--- config.mk ---
export PLATFORM = sky130hd
export DESIGN_NAME = iop_port
export DESIGN_NICKNAME = d
export VERILOG_FILES = /design/src/rtl/iop_pkg.sv /design/src/rtl/iop_sync3.sv /design/src/rtl/iop_port.sv
export SDC_FILE = /design/constraint.sdc
export NUM_CORES = 1
export LEC_CHECK = 0
export BUFFER_PORTS_ARGS = -buffer_cell sky130_fd_sc_hd__buf_2
export CORE_MARGIN = 2
export CORE_UTILIZATION = 45
export DETAILED_ROUTE_END_ITERATION = 8
export PLACE_DENSITY = 0.73
export SLEW_MARGIN = 10
export SYNTH_ARGS = -nofsm -noshare
export SYNTH_HDL_FRONTEND = slang
export SYNTH_HIERARCHICAL = 1
export SYNTH_SLANG_ARGS = --single-unit
--- constraint.sdc ---
create_clock -name clk -period 1.3 [get_ports clk]
set_clock_uncertainty 0.15 [all_clocks]
set_input_delay 0.13 -clock clk [delete_from_list [all_inputs] [get_ports clk]]
set_output_delay 0.13 -clock clk [all_outputs]
set_load 0.005 [all_outputs]
--- src/rtl/iop_pkg.sv ---
// shared constants and carrier types for the six-pin i/o port
package iop_pkg;

	localparam int IOP_PINS = 6;

	// pin positions of the alternate functions
	localparam int PIN_I2C_SCL = 0;
	localparam int PIN_I2C_SDA = 1;
	localparam int PIN_SHARED2 = 2;
	localparam int PIN_SHARED3 = 3;
	localparam int PIN_SHARED4 = 4;
	localparam int PIN_SHARED5 = 5;

	// strap patterns on pins 1..0
	localparam logic [1:0] STRAP_DEBUG = 2'h1;
	localparam logic [1:0] STRAP_PROGRAM = 2'h2;

	// configuration reset values
	localparam logic [5:0] RST_DIR = 6'h00;
	localparam logic [5:0] RST_DATA = 6'h00;
	localparam logic [5:0] RST_PULL_UP = 6'h00;
	localparam logic [5:0] RST_PULL_DOWN = 6'h00;
	localparam logic [5:0] RST_WAKE_EN = 6'h00;
	localparam logic [5:0] RST_WAKE_LEVEL = 6'h00;

	// input synchroniser depth, and the wait before straps are taken
	localparam int SYNC_DEPTH = 3;
	localparam logic [2:0] BOOT_SETTLE = 3'h4;

	typedef enum logic [2:0] {
		BOOT_NORMAL = 3'h1,
		BOOT_DEBUG = 3'h2,
		BOOT_PROGRAM = 3'h4
	} iop_boot_type;

	typedef enum logic [1:0] {
		STRAP_WAIT = 2'h1,
		STRAP_DONE = 2'h2
	} iop_strap_state_type;

	// software configuration, one bit per pin
	typedef struct packed {
		logic [5:0] dir;
		logic [5:0] data;
		logic [5:0] pull_up;
		logic [5:0] pull_down;
		logic [5:0] wake_en;
		logic [5:0] wake_level;
	} iop_cfg_type;

	// alternate function enables
	typedef struct packed {
		logic i2c_pin_enable;
		logic uart_enable;
		logic spi_enable;
		logic spi_dma_master;
		logic pwm_enable;
		logic rf_serial_out_pin_enable;
		logic external_sysclk_input;
	} iop_alt_en_type;

	// levels that the peripherals want on the pins
	typedef struct packed {
		logic i2c_scl_low;
		logic i2c_sda_low;
		logic uart_tx;
		logic spi_ssn_out;
		logic spi_mosi_out;
		logic spi_mosi_drive;
		logic spi_miso_out;
		logic spi_miso_drive;
		logic spi_sclk_out;
		logic spi_sclk_drive;
		logic pwm_ch0;
		logic pwm_ch1;
		logic rf_tx_data;
	} iop_alt_drv_type;

	// pin levels handed back to the peripherals
	typedef struct packed {
		logic i2c_scl_in;
		logic i2c_sda_in;
		logic uart_rx_in;
		logic spi_ssn_in;
		logic spi_mosi_in;
		logic spi_miso_in;
		logic spi_sclk_in;
		logic ext_clk_in;
	} iop_alt_in_type;

endpackage

--- src/rtl/iop_sync3.sv ---
// three-stage pin synchroniser with agreement filter
`timescale 1ns/1ps

module iop_sync3 #(
	parameter int WIDTH = 6
) (
	input wire logic clk, // system clock
	input wire logic rst_n, // synchronous reset, active low
	input wire logic [WIDTH-1:0] async_in, // raw pin levels
	output logic [WIDTH-1:0] level // filtered levels
);
	logic [WIDTH-1:0] stage1;
	logic [WIDTH-1:0] stage2;
	logic [WIDTH-1:0] stage3;

	always_ff @(posedge clk) begin
		if (!rst_n) begin
			stage1 <= '0;
			stage2 <= '0;
			stage3 <= '0;
		end else begin
			stage1 <= async_in;
			stage2 <= stage1;
			stage3 <= stage2;
		end
	end

	// a bit moves only when stages two and three agree; stage one feeds nothing else
	always_ff @(posedge clk) begin
		if (!rst_n) begin
			level <= '0;
		end else begin
			for (int i = 0; i < WIDTH; i++) begin
				if (stage2[i] == stage3[i]) begin
					level[i] <= stage3[i];
				end
			end
		end
	end
endmodule

--- src/rtl/iop_port.sv ---
// six-pin general purpose port with boot straps, wake-up and pin multiplexing
//
// Contract
// - six pins, each readable and writable by software.
// - straps on pins 1..0 at power-up: 01 debug, 10 programming, else normal.
// - any pin can wake from power-down or resume from idle.
// - i2c enabled puts clock on pin 0 and data on pin 1.
// - uart enabled drives transmit on pin 3, takes receive from pin 4.
// - spi enabled: pin 2 select, pin 3 mosi, pin 4 miso, pin 5 clock.
// - pwm enabled drives channel 0 on pin 2, channel 1 on pin 4.
// - each pin has its own pull-up and pull-down selection.
// - configuration holds unchanged in power-down and thermal shutdown.
// - i2c pin enable turns pin 0 into the i2c clock.
// - i2c lines idle high through internal pull-up or external master.
// - i2c pin enable turns pin 1 into the i2c data line.
// - rf serial out pin enable drives encoder output onto pin 2.
// - spi select pin is input in non-dma mode, output as dma master.
// - pin 5 can serve as external system clock input.
`timescale 1ns/1ps

module iop_port
	import iop_pkg::*;
#(
	parameter int PINS = IOP_PINS
) (
	input wire logic clk, // system clock, 50 MHz
	input wire logic rst_n, // synchronous reset, active low
	input wire logic cfg_write, // one-cycle strobe: load cfg_in
	input wire iop_cfg_type cfg_in, // configuration to load
	input wire logic power_down, // device in power-down state
	input wire logic thermal_shutdown, // device in thermal shutdown state
	input wire logic idle, // device in idle state
	input wire iop_alt_en_type alt_en, // alternate function enables
	input wire iop_alt_drv_type alt_drv, // peripheral levels toward pins
	input wire logic [PINS-1:0] pin_in, // pin input levels
	output logic [PINS-1:0] pin_out, // pin output levels
	output logic [PINS-1:0] pin_oe_n, // pin output enable, low drives
	output logic [PINS-1:0] pull_up, // pull-up resistor enables
	output logic [PINS-1:0] pull_down, // pull-down resistor enables
	output logic [PINS-1:0] pin_read, // filtered pin levels for software
	output iop_cfg_type cfg_out, // configuration readback
	output iop_alt_in_type alt_in, // pin levels toward peripherals
	output logic wake_request, // wake or resume request level
	output iop_boot_type boot_mode, // strapped boot mode
	output logic boot_valid // boot_mode has been taken
);
	iop_cfg_type cfg;
	logic [PINS-1:0] level;
	logic [PINS-1:0] next_out;
	logic [PINS-1:0] next_oe_n;
	logic [PINS-1:0] wake_hit;
	iop_strap_state_type strap_state;
	logic [2:0] settle;

	iop_sync3 #(
		.WIDTH(PINS)
	) u_sync (
		.clk(clk),
		.rst_n(rst_n),
		.async_in(pin_in),
		.level(level)
	);

	////////////////////////////////////////////////////////////////////////////
	// configuration store

	// writes are dropped while frozen so the pins keep their state
	always_ff @(posedge clk) begin
		if (!rst_n) begin
			cfg.dir <= RST_DIR;
			cfg.data <= RST_DATA;
			cfg.pull_up <= RST_PULL_UP;
			cfg.pull_down <= RST_PULL_DOWN;
			cfg.wake_en <= RST_WAKE_EN;
			cfg.wake_level <= RST_WAKE_LEVEL;
		end else if (cfg_write && !power_down && !thermal_shutdown) begin
			cfg <= cfg_in;
		end
	end

	always_ff @(posedge clk) begin
		if (!rst_n) begin
			cfg_out <= '0;
			pin_read <= '0;
		end else begin
			cfg_out <= cfg;
			pin_read <= level;
		end
	end

	////////////////////////////////////////////////////////////////////////////
	// resistors

	// both set selects neither, so the pin is never fought by its own resistors
	always_ff @(posedge clk) begin
		if (!rst_n) begin
			pull_up <= '0;
			pull_down <= '0;
		end else begin
			pull_up <= cfg.pull_up & ~cfg.pull_down;
			pull_down <= cfg.pull_down & ~cfg.pull_up;
		end
	end

	////////////////////////////////////////////////////////////////////////////
	// pin multiplexer

	always_comb begin
		next_out = cfg.data;
		next_oe_n = ~cfg.dir;
		// pins 0 and 1: open drain, only ever pulled low
		if (alt_en.i2c_pin_enable) begin
			next_out[PIN_I2C_SCL] = 1'b0;
			next_oe_n[PIN_I2C_SCL] = ~alt_drv.i2c_scl_low;
			next_out[PIN_I2C_SDA] = 1'b0;
			next_oe_n[PIN_I2C_SDA] = ~alt_drv.i2c_sda_low;
		end
		// pin 2: rf, then spi select, then pwm channel 0
		if (alt_en.rf_serial_out_pin_enable) begin
			next_out[PIN_SHARED2] = alt_drv.rf_tx_data;
			next_oe_n[PIN_SHARED2] = 1'b0;
		end else if (alt_en.spi_enable) begin
			next_out[PIN_SHARED2] = alt_drv.spi_ssn_out;
			next_oe_n[PIN_SHARED2] = ~alt_en.spi_dma_master;
		end else if (alt_en.pwm_enable) begin
			next_out[PIN_SHARED2] = alt_drv.pwm_ch0;
			next_oe_n[PIN_SHARED2] = 1'b0;
		end
		// pin 3: spi mosi, then uart transmit
		if (alt_en.spi_enable) begin
			next_out[PIN_SHARED3] = alt_drv.spi_mosi_out;
			next_oe_n[PIN_SHARED3] = ~alt_drv.spi_mosi_drive;
		end else if (alt_en.uart_enable) begin
			next_out[PIN_SHARED3] = alt_drv.uart_tx;
			next_oe_n[PIN_SHARED3] = 1'b0;
		end
		// pin 4: spi miso, then uart receive, then pwm channel 1
		if (alt_en.spi_enable) begin
			next_out[PIN_SHARED4] = alt_drv.spi_miso_out;
			next_oe_n[PIN_SHARED4] = ~alt_drv.spi_miso_drive;
		end else if (alt_en.uart_enable) begin
			next_out[PIN_SHARED4] = 1'b0;
			next_oe_n[PIN_SHARED4] = 1'b1;
		end else if (alt_en.pwm_enable) begin
			next_out[PIN_SHARED4] = alt_drv.pwm_ch1;
			next_oe_n[PIN_SHARED4] = 1'b0;
		end
		// pin 5: external clock input, then spi clock
		if (alt_en.external_sysclk_input) begin
			next_out[PIN_SHARED5] = 1'b0;
			next_oe_n[PIN_SHARED5] = 1'b1;
		end else if (alt_en.spi_enable) begin
			next_out[PIN_SHARED5] = alt_drv.spi_sclk_out;
			next_oe_n[PIN_SHARED5] = ~alt_drv.spi_sclk_drive;
		end
	end

	always_ff @(posedge clk) begin
		if (!rst_n) begin
			pin_out <= '0;
			pin_oe_n <= '1;
		end else begin
			pin_out <= next_out;
			pin_oe_n <= next_oe_n;
		end
	end

	////////////////////////////////////////////////////////////////////////////
	// levels toward peripherals

	// gated by enable so a disabled peripheral sees a quiet line
	always_ff @(posedge clk) begin
		if (!rst_n) begin
			alt_in <= '0;
		end else begin
			alt_in.i2c_scl_in <= alt_en.i2c_pin_enable & level[PIN_I2C_SCL];
			alt_in.i2c_sda_in <= alt_en.i2c_pin_enable & level[PIN_I2C_SDA];
			alt_in.uart_rx_in <= alt_en.uart_enable & ~alt_en.spi_enable & level[PIN_SHARED4];
			alt_in.spi_ssn_in <= alt_en.spi_enable & ~alt_en.spi_dma_master & level[PIN_SHARED2];
			alt_in.spi_mosi_in <= alt_en.spi_enable & level[PIN_SHARED3];
			alt_in.spi_miso_in <= alt_en.spi_enable & level[PIN_SHARED4];
			alt_in.spi_sclk_in <= alt_en.spi_enable & ~alt_en.external_sysclk_input & level[PIN_SHARED5];
			// limitation: the clock is filtered, so it must run well below clk / 4
			alt_in.ext_clk_in <= alt_en.external_sysclk_input & level[PIN_SHARED5];
		end
	end

	////////////////////////////////////////////////////////////////////////////
	// wake-up

	assign wake_hit = cfg.wake_en & ~(cfg.wake_level ^ level);

	always_ff @(posedge clk) begin
		if (!rst_n) begin
			wake_request <= 1'b0;
		end else begin
			wake_request <= (|wake_hit) & (power_down | idle);
		end
	end

	////////////////////////////////////////////////////////////////////////////
	// boot straps

	// straps are taken once the filter has settled, never under reset
	always_ff @(posedge clk) begin
		if (!rst_n) begin
			strap_state <= STRAP_WAIT;
			settle <= 3'h0;
			boot_mode <= BOOT_NORMAL;
			boot_valid <= 1'b0;
		end else begin
			case (strap_state)
				STRAP_WAIT: begin
					if (settle == BOOT_SETTLE) begin
						strap_state <= STRAP_DONE;
						boot_valid <= 1'b1;
						if (level[PIN_I2C_SDA:PIN_I2C_SCL] == STRAP_DEBUG) begin
							boot_mode <= BOOT_DEBUG;
						end else if (level[PIN_I2C_SDA:PIN_I2C_SCL] == STRAP_PROGRAM) begin
							boot_mode <= BOOT_PROGRAM;
						end else begin
							boot_mode <= BOOT_NORMAL;
						end
					end else begin
						settle <= settle + 3'h1;
					end
				end
				STRAP_DONE: begin
					strap_state <= STRAP_DONE;
				end
				default: begin
					strap_state <= STRAP_WAIT;
				end
			endcase
		end
	end
endmodule

==> run metrics, run 1 <==
result of the run finished, violations left; violations in the final reports negative hold slack, negative setup slack; number of buffers on the longest clock path 2; Yosys reg bits 144; share of layout cells above drive strength 1 0.341; HPWL after detailed placement 7.20 mm; number of standard cells after synthesis 450; final max-slew violation count 0; drc violations 0; clock root cell clkbuf_8; Crit path buffers/inverters 1; cell with the most instances after synthesis dfxtp_1; Post-Synthesis Net Count 523; number of diodes added for antenna fixing 0; largest net degree at the start of global routing 38; leakage power total 3.40 nW; Top delay family on crit path compound AO/OA/AOI/OAI gates; count of vias placed by the detailed router 4097; stage delay of the slowest cell on the critical path 0.34 ns; area share of fa/ha/maj cells after synthesis 0.0135; dominant combinational cell family by area after synthesis simple AND/OR/NAND/NOR gates; count of endpoints failing hold in the final timing report 16; launch point of the worst reg-to-reg path settle[1]$_SDFFE_PN0P_; first-pass GRT wire length 20.4 mm; share of the yosys chip area belonging to registers 0.623; critical hold path startpoint rst_n; CP Data Required Time 1.57 ns; Layout Nets 801; post-synthesis compound-gate area fraction 0.0835; area of the die 0.0111 mm2; top post-synthesis cells by area dfxtp_1 62%, and2_1 7.8%, nand2_1 6.9%, a21oi_1 4.5%, nor2b_1 1.9%; number of sinks driven by the clock tree 144; total routing usage reported by global routing 0.238; Synth cell types 36; worst rel slew slack 0.728; worst slack on hold paths -0.135 ns; path type of the worst min-delay path in2reg; DP Cell Count 728; PnR worst setup slack -0.0450 ns; largest fanout on the critical path 6; pwr dens 1450 mW/mm2; path depth of the worst reg2reg path 5; highest attainable clock frequency 744 MHz; CP max-delay cell dfxtp_2; post-synthesis simple-gate area fraction 0.200; RSZ-0062 raised after global routing yes; number of I/O pins 147; number of port buffers 146; mux cell area share after synthesis 0.0270; slew at the pin with the worst max-slew slack 0.408 ns; cell taking the most area after synthesis dfxtp_1; kind of capture point of the worst setup path register; average wire per standard cell 15.1 um; drt first pass iters 4; standard-cell rows 37; register cell area after layout 0.00291 mm2; IR Drop Worst-Case VDD 831 uV; maximum level of the CTS H-tree 4; number of DRC markers after the initial detailed-route iteration 165; list of cells traversed by the critical path inv_2 > ha_4 > a21boi_4 > a21oi_1 > o21a_1; total length of routed wires 13.2 mm; endpoint of the most critical register-to-register path settle[2]$_SDFFE_PN0P_; endpoint of the worst hold-timing path pin_oe_n[0]$_SDFF_PN1_; Place WS -0.0648 ns; Clock Latency Late Sink 0.52 ns; horizontal extent of the die 105 um; parity-gate share of the synthesized area counting xor and xnor cells 0.0132; multi-input combinational cell area 0.00166 mm2; number of antenna violations at the first check in global routing 0; Final setup violation count 3; Worst Path Arrival 1.61 ns; quantity of hold-fixing buffers added after cts 126; Min Clock Period, post-route 1.34 ns; setup slack of the worst register-to-register path -0.04 ns; number of logic stages on the critical path including buffering 5; via count of the first global-routing pass 4387; Placer Congestion 0.839; summed instance area of the synthesized netlist 0.00463 mm2; yosys warns 6; number of flops mapped to enable cells by yosys 0; TritonCTS clock tree yes; mean cell area of the mapped netlist 10.3 um2; flip-flop cell with the highest count after synthesis dfxtp_1; worst setup path category reg2reg; post-route antenna net violation count 0; most used standard cells in the synthesized netlist 144 x dfxtp_1, 85 x nand2_1, 58 x and2_1; filler cell count 696; instance count along the most critical hold path 3; post-synthesis to final-layout area growth 61.6%; clock-pin slew of the registers on the worst-case setup and hold paths 0.06 ns; share of flip-flops with an asynchronous set or reset after synthesis 0; type of origin of the critical path register; Die Span Y 105 um; ratio of routed vias to standard cells 4.67; final worst-path cycle share 1.03; clock buffers created by TritonCTS 17; Synth top area share 0.623; aggregate global routing overflow 0; initial standard-cell utilization of the core 0.457; Layout Cells excl Fill 877; core area 0.0101 mm2; # Max-Cap Violations 0
sequential cells by signal (all words and copies together) (netlist names):
register and cells:
pin_out 6, wake_request 1, pin_read 6, u_sync/stage1 6, strap_state 2, boot_mode 3, u_sync/stage2 6, settle 3
cfg 36, boot_valid 1, pull_up 6, pull_down 6, u_sync/stage3 6, alt_in 8, cfg_out 36, pin_oe_n 6
u_sync/level 6
layer usage:
| layer | vias up | GRT usage | wire length [um] |
|---|---|---|---|
| li1 | 2007 | - | - |
| met1 | 1923 | 0.245 | 5240 |
| met2 | 141 | 0.442 | 6990 |
| met3 | 26 | 0.0686 | 676 |
| met4 | 0 | 0.110 | 323 |
| met5 | - | 0 | 0 |
logic make-up (layout without fill, tap and decap cells):
logic type | count (synthesis) | count (layout)
fa+ha+maj | 5 | 5
compound gates | 67 | 67
buf+inv | 32 | 323
simple gates | 183 | 183
flops | 144 | 144
mux | 12 | 12
xor+xnor | 7 | 7
tightest hold or removal path: cells and delay by family:
family / cells / cell delay (ns)
buffers and inverters: 2 / 0.31
AND/OR/NAND/NOR: 1 / 0.06
stage by stage:
stage / setup TNS (ns) / utilization / hold slack [ns] / power [W] / cell area, um2
global placement: 0 / 0.549 / 0.188 / 0.00553 / 5570
CTS: -0.253 / 0.734 / -0.158 / 0.0107 / 7440
global route: -0.240 / 0.738 / -0.145 / 0.0112 / 7480
floorplan: 0 / - / 0.0516 / 0.00525 / 4640
finish: -0.0980 / 0.738 / -0.135 / 0.0108 / 7480
detailed placement: -0.189 / 0.549 / 0.191 / 0.00559 / 5570
cell usage in the layout (no fill, tap or decap), types with 4 or more instances in the layout:
cell              n
inv_1             8
o21ai_0           8
buf_2           146
dlygate4sd3_1   102
a21oi_2          15
xnor2_1           7
and2_1           58
dlymetal6s4s_1    4
dfxtp_2          18
clkbuf_16        18
mux2_2            4
and3_1            7
nand2_1          85
a21boi_0          4
a21oi_1          27
nor2b_1          14
nor2_1            8
clkinvlp_4        5
dfxtp_1         126
mux2i_1           8
buf_4            20
power breakdown:
group          internal [W]  switching [W]  leakage [nW]  total, W
clock               0.00303        0.00185         0.280   0.00489
sequential          0.00460      0.0000988          1.18   0.00469
combinational      0.000714       0.000534          1.94   0.00125
total               0.00834        0.00249          3.40    0.0108
worst max-delay path by stage:
stage	startpoint	end
4_1_cts	strap_state[1]$_SDFFE_PN0N_	settle[2]$_SDFFE_PN0P_
6_report	settle[1]$_SDFFE_PN0P_	settle[2]$_SDFFE_PN0P_
3_5_place_dp	strap_state[1]$_SDFFE_PN0N_	strap_state[0]$_SDFFE_PN1N_
5_1_grt	settle[1]$_SDFFE_PN0P_	settle[1]$_SDFFE_PN0P_
3_3_place_gp	strap_state[1]$_SDFFE_PN0N_	settle[2]$_SDFFE_PN0P_
2_1_floorplan	settle[0]$_SDFFE_PN0P_	settle[2]$_SDFFE_PN0P_
layout make-up:
class	instances	area share
multi-input cells	274	0.222
inverters	11	0.00552
clock inverters	12	0.0212
repair buffers	280	0.281
well taps	136	0.0227
flip-flops and latches	144	0.388
clock buffers	20	0.0595
what timing repair did:
item | 4_1_cts | 5_1_grt
endpoints found under the hold margin | 113 | 15
gates cloned | 0 | 3
setup buffers | 0 | 8
endpoints found under the setup margin | 6 | 55
gates resized for setup | 2 | 45
pin swaps | 0 | 14
Note: power is estimated with default switching activity, not from simulation.
==> run 2: changes to the inputs <==
--- a/config.mk
+++ b/config.mk
@@ -10,6 +10,7 @@
 export CORE_UTILIZATION = 45
 export DETAILED_ROUTE_END_ITERATION = 8
 export PLACE_DENSITY = 0.73
+export RECOVER_POWER = 100
 export SLEW_MARGIN = 10
 export SYNTH_ARGS = -nofsm -noshare
 export SYNTH_HDL_FRONTEND = slang
==> run metrics, run 2 (same netlist as run 1, synthesis figures left out) <==
GR met1 Demand/Resource 0.245; CP max-delay cell dfxtp_2; HPWL after detailed placement 7.20 mm; fraction of power consumed by the clock network 0.451; total length of routed wires 13.2 mm; Net Sw Power 0.00247 W; Clock Latency Late Sink 0.52 ns; Final setup violation count 4; post-route antenna net violation count 0; leading registers by flop count cfg: 36 flops, cfg_out: 36 flops, alt_in: 8 flops; leakage power total 3.34 nW; Global Route met3 Usage 0.0686; kind of capture point of the worst setup path register; path type of the worst min-delay path in2reg; instance count along the most critical hold path 3; worst setup path category reg2reg; type of origin of the critical path register; total routing usage reported by global routing 0.238; clock root cell clkbuf_8; worst slack on hold paths -0.0921 ns; standard-cell rows 37; number of sinks driven by the clock tree 144; pwr dens 1460 mW/mm2; number of DRC markers after the initial detailed-route iteration 166; Layout Nets 801; first-pass GRT wire length 20.4 mm; maximum level of the CTS H-tree 4; result of the run finished, violations left; count of endpoints failing hold in the final timing report 8; met2 Resource Use GR 0.442; most common cell after layout, fill and taps aside buf_2; combinational share of power 0.114; path depth of the worst reg2reg path 5; count of vias placed by the detailed router 4109; share of layout cells above drive strength 1 0.318; number of I/O pins 147; number of diodes added for antenna fixing 0; Min Clock Period, post-route 1.35 ns; area of the die 0.0111 mm2; Place WS -0.0648 ns; TritonCTS clock tree yes; most frequent cells in the layout 141 x buf_2, 128 x dfxtp_1, 102 x dlygate4sd3_1; most used routing layer met2; aggregate global routing overflow 0; Top delay family on crit path compound AO/OA/AOI/OAI gates; Crit path buffers/inverters 1; final max-slew violation count 0; final worst-path cycle share 1.03; Worst Path Arrival 1.61 ns; PnR Total Power 0.0108 W; core area 0.0101 mm2; slew at the pin with the worst max-slew slack 0.791 ns; setup TNS after final layout -0.109 ns; PnR worst setup slack -0.0452 ns; clock buffers created by TritonCTS 17; drt first pass iters 4; drc violations 0; largest net degree at the start of global routing 38; number of buffers on the longest clock path 2; CP Data Required Time 1.57 ns; number of logic stages on the critical path including buffering 5; sw frac 0.229; number of antenna violations at the first check in global routing 0; violations in the final reports negative hold slack, negative setup slack; # Max-Cap Violations 0; initial standard-cell utilization of the core 0.457; RSZ-0062 raised after global routing yes; stage delay of the slowest cell on the critical path 0.34 ns; average wire per standard cell 15.0 um; Flop pwr share 0.435; number of port buffers 146; internal power summed over all cells 0.00833 W; IR Drop Worst-Case VDD 825 uV; post-synthesis to final-layout area growth 60.2%; worst rel slew slack 0.473; ratio of routed vias to standard cells 4.69; quantity of hold-fixing buffers added after cts 126; highest attainable clock frequency 743 MHz; Placer Congestion 0.839; Core Util, Final 0.732; largest fanout on the critical path 6; filler cell count 715; clock-pin slew of the registers on the worst-case setup and hold paths 0.06 ns; via count of the first global-routing pass 4387; list of cells traversed by the critical path inv_2 > ha_4 > a21boi_4 > a21oi_1 > o21a_1; Die Span Y 105 um; horizontal extent of the die 105 um
## run 2: cell types whose count changed in the layout (fill, tap and decap cells not counted), moves of 2 or more
cell      previous run  this run
a21oi_1             27        35
a21oi_2             15         7
and2_0               0        21
and2_1              58        37
buf_2              146       141
buf_4               20        18
clkbuf_1             1         8
dfxtp_1            126       128
dfxtp_2             18        16
## run 2: routing by layer
metal,up-vias,part of all wire
met5,-,0
met4,0,0.023
met3,27,0.050
met2,150,0.53
met1,1926,0.40
li1,2006,-
## run 2: worst paths after layout
path / start / end / slack [ns]
min: rst_n / pin_oe_n[0]$_SDFF_PN1_ / -0.09
min reg2reg: u_sync/stage1[3]$_SDFF_PN0_ / u_sync/stage2[3]$_SDFF_PN0_ / 0.28
max reg2reg: settle[1]$_SDFFE_PN0P_ / settle[2]$_SDFFE_PN0P_ / -0.05
max: settle[1]$_SDFFE_PN0P_ / settle[2]$_SDFFE_PN0P_ / -0.05
## run 2: layout make-up
type	instances	area [um2]	share of cell area
Inverter	11	41.3	0.00557
Timing Repair Buffer	280	2070	0.279
Sequential cell	144	2900	0.391
Multi-Input combinational cell	274	1630	0.220
Clock inverter	12	159	0.0214
Tap cell	136	170	0.0229
Clock buffer	20	445	0.0600
## run 2: timing repair
item / in CTS / in global routing
resized for setup: 2 / 45
cloned: 0 / 3
endpoints found under the hold margin: 113 / 15
buffers inserted: 0 / 8
pin swaps: 0 / 14
endpoints found under the setup margin: 6 / 55
## run 2: worst min-delay path, stage by stage
cell,delay [ns]
clkbuf_1,0.15
buf_12,0.20
nand2_1,0.06
## run 2: through the flow
stage | instances | instance area [um2]
after CTS | 886 | 7440
final | 877 | 7420
after global placement | 728 | 5570
after global routing | 877 | 7420
after detailed placement | 728 | 5570
after floorplan | 450 | 4640
## run 2: power by group through the flow
| stage | Combinational, W | Clock (W) | Sequential [W] |
|---|---|---|---|
| after floorplan | 0.000492 | 0 | 0.00476 |
| after global placement | 0.000780 | 0 | 0.00475 |
| after detailed placement | 0.000831 | 0 | 0.00476 |
| after CTS | 0.00109 | 0.00495 | 0.00467 |
| after global routing | 0.00134 | 0.00516 | 0.00471 |
| final | 0.00123 | 0.00487 | 0.00469 |
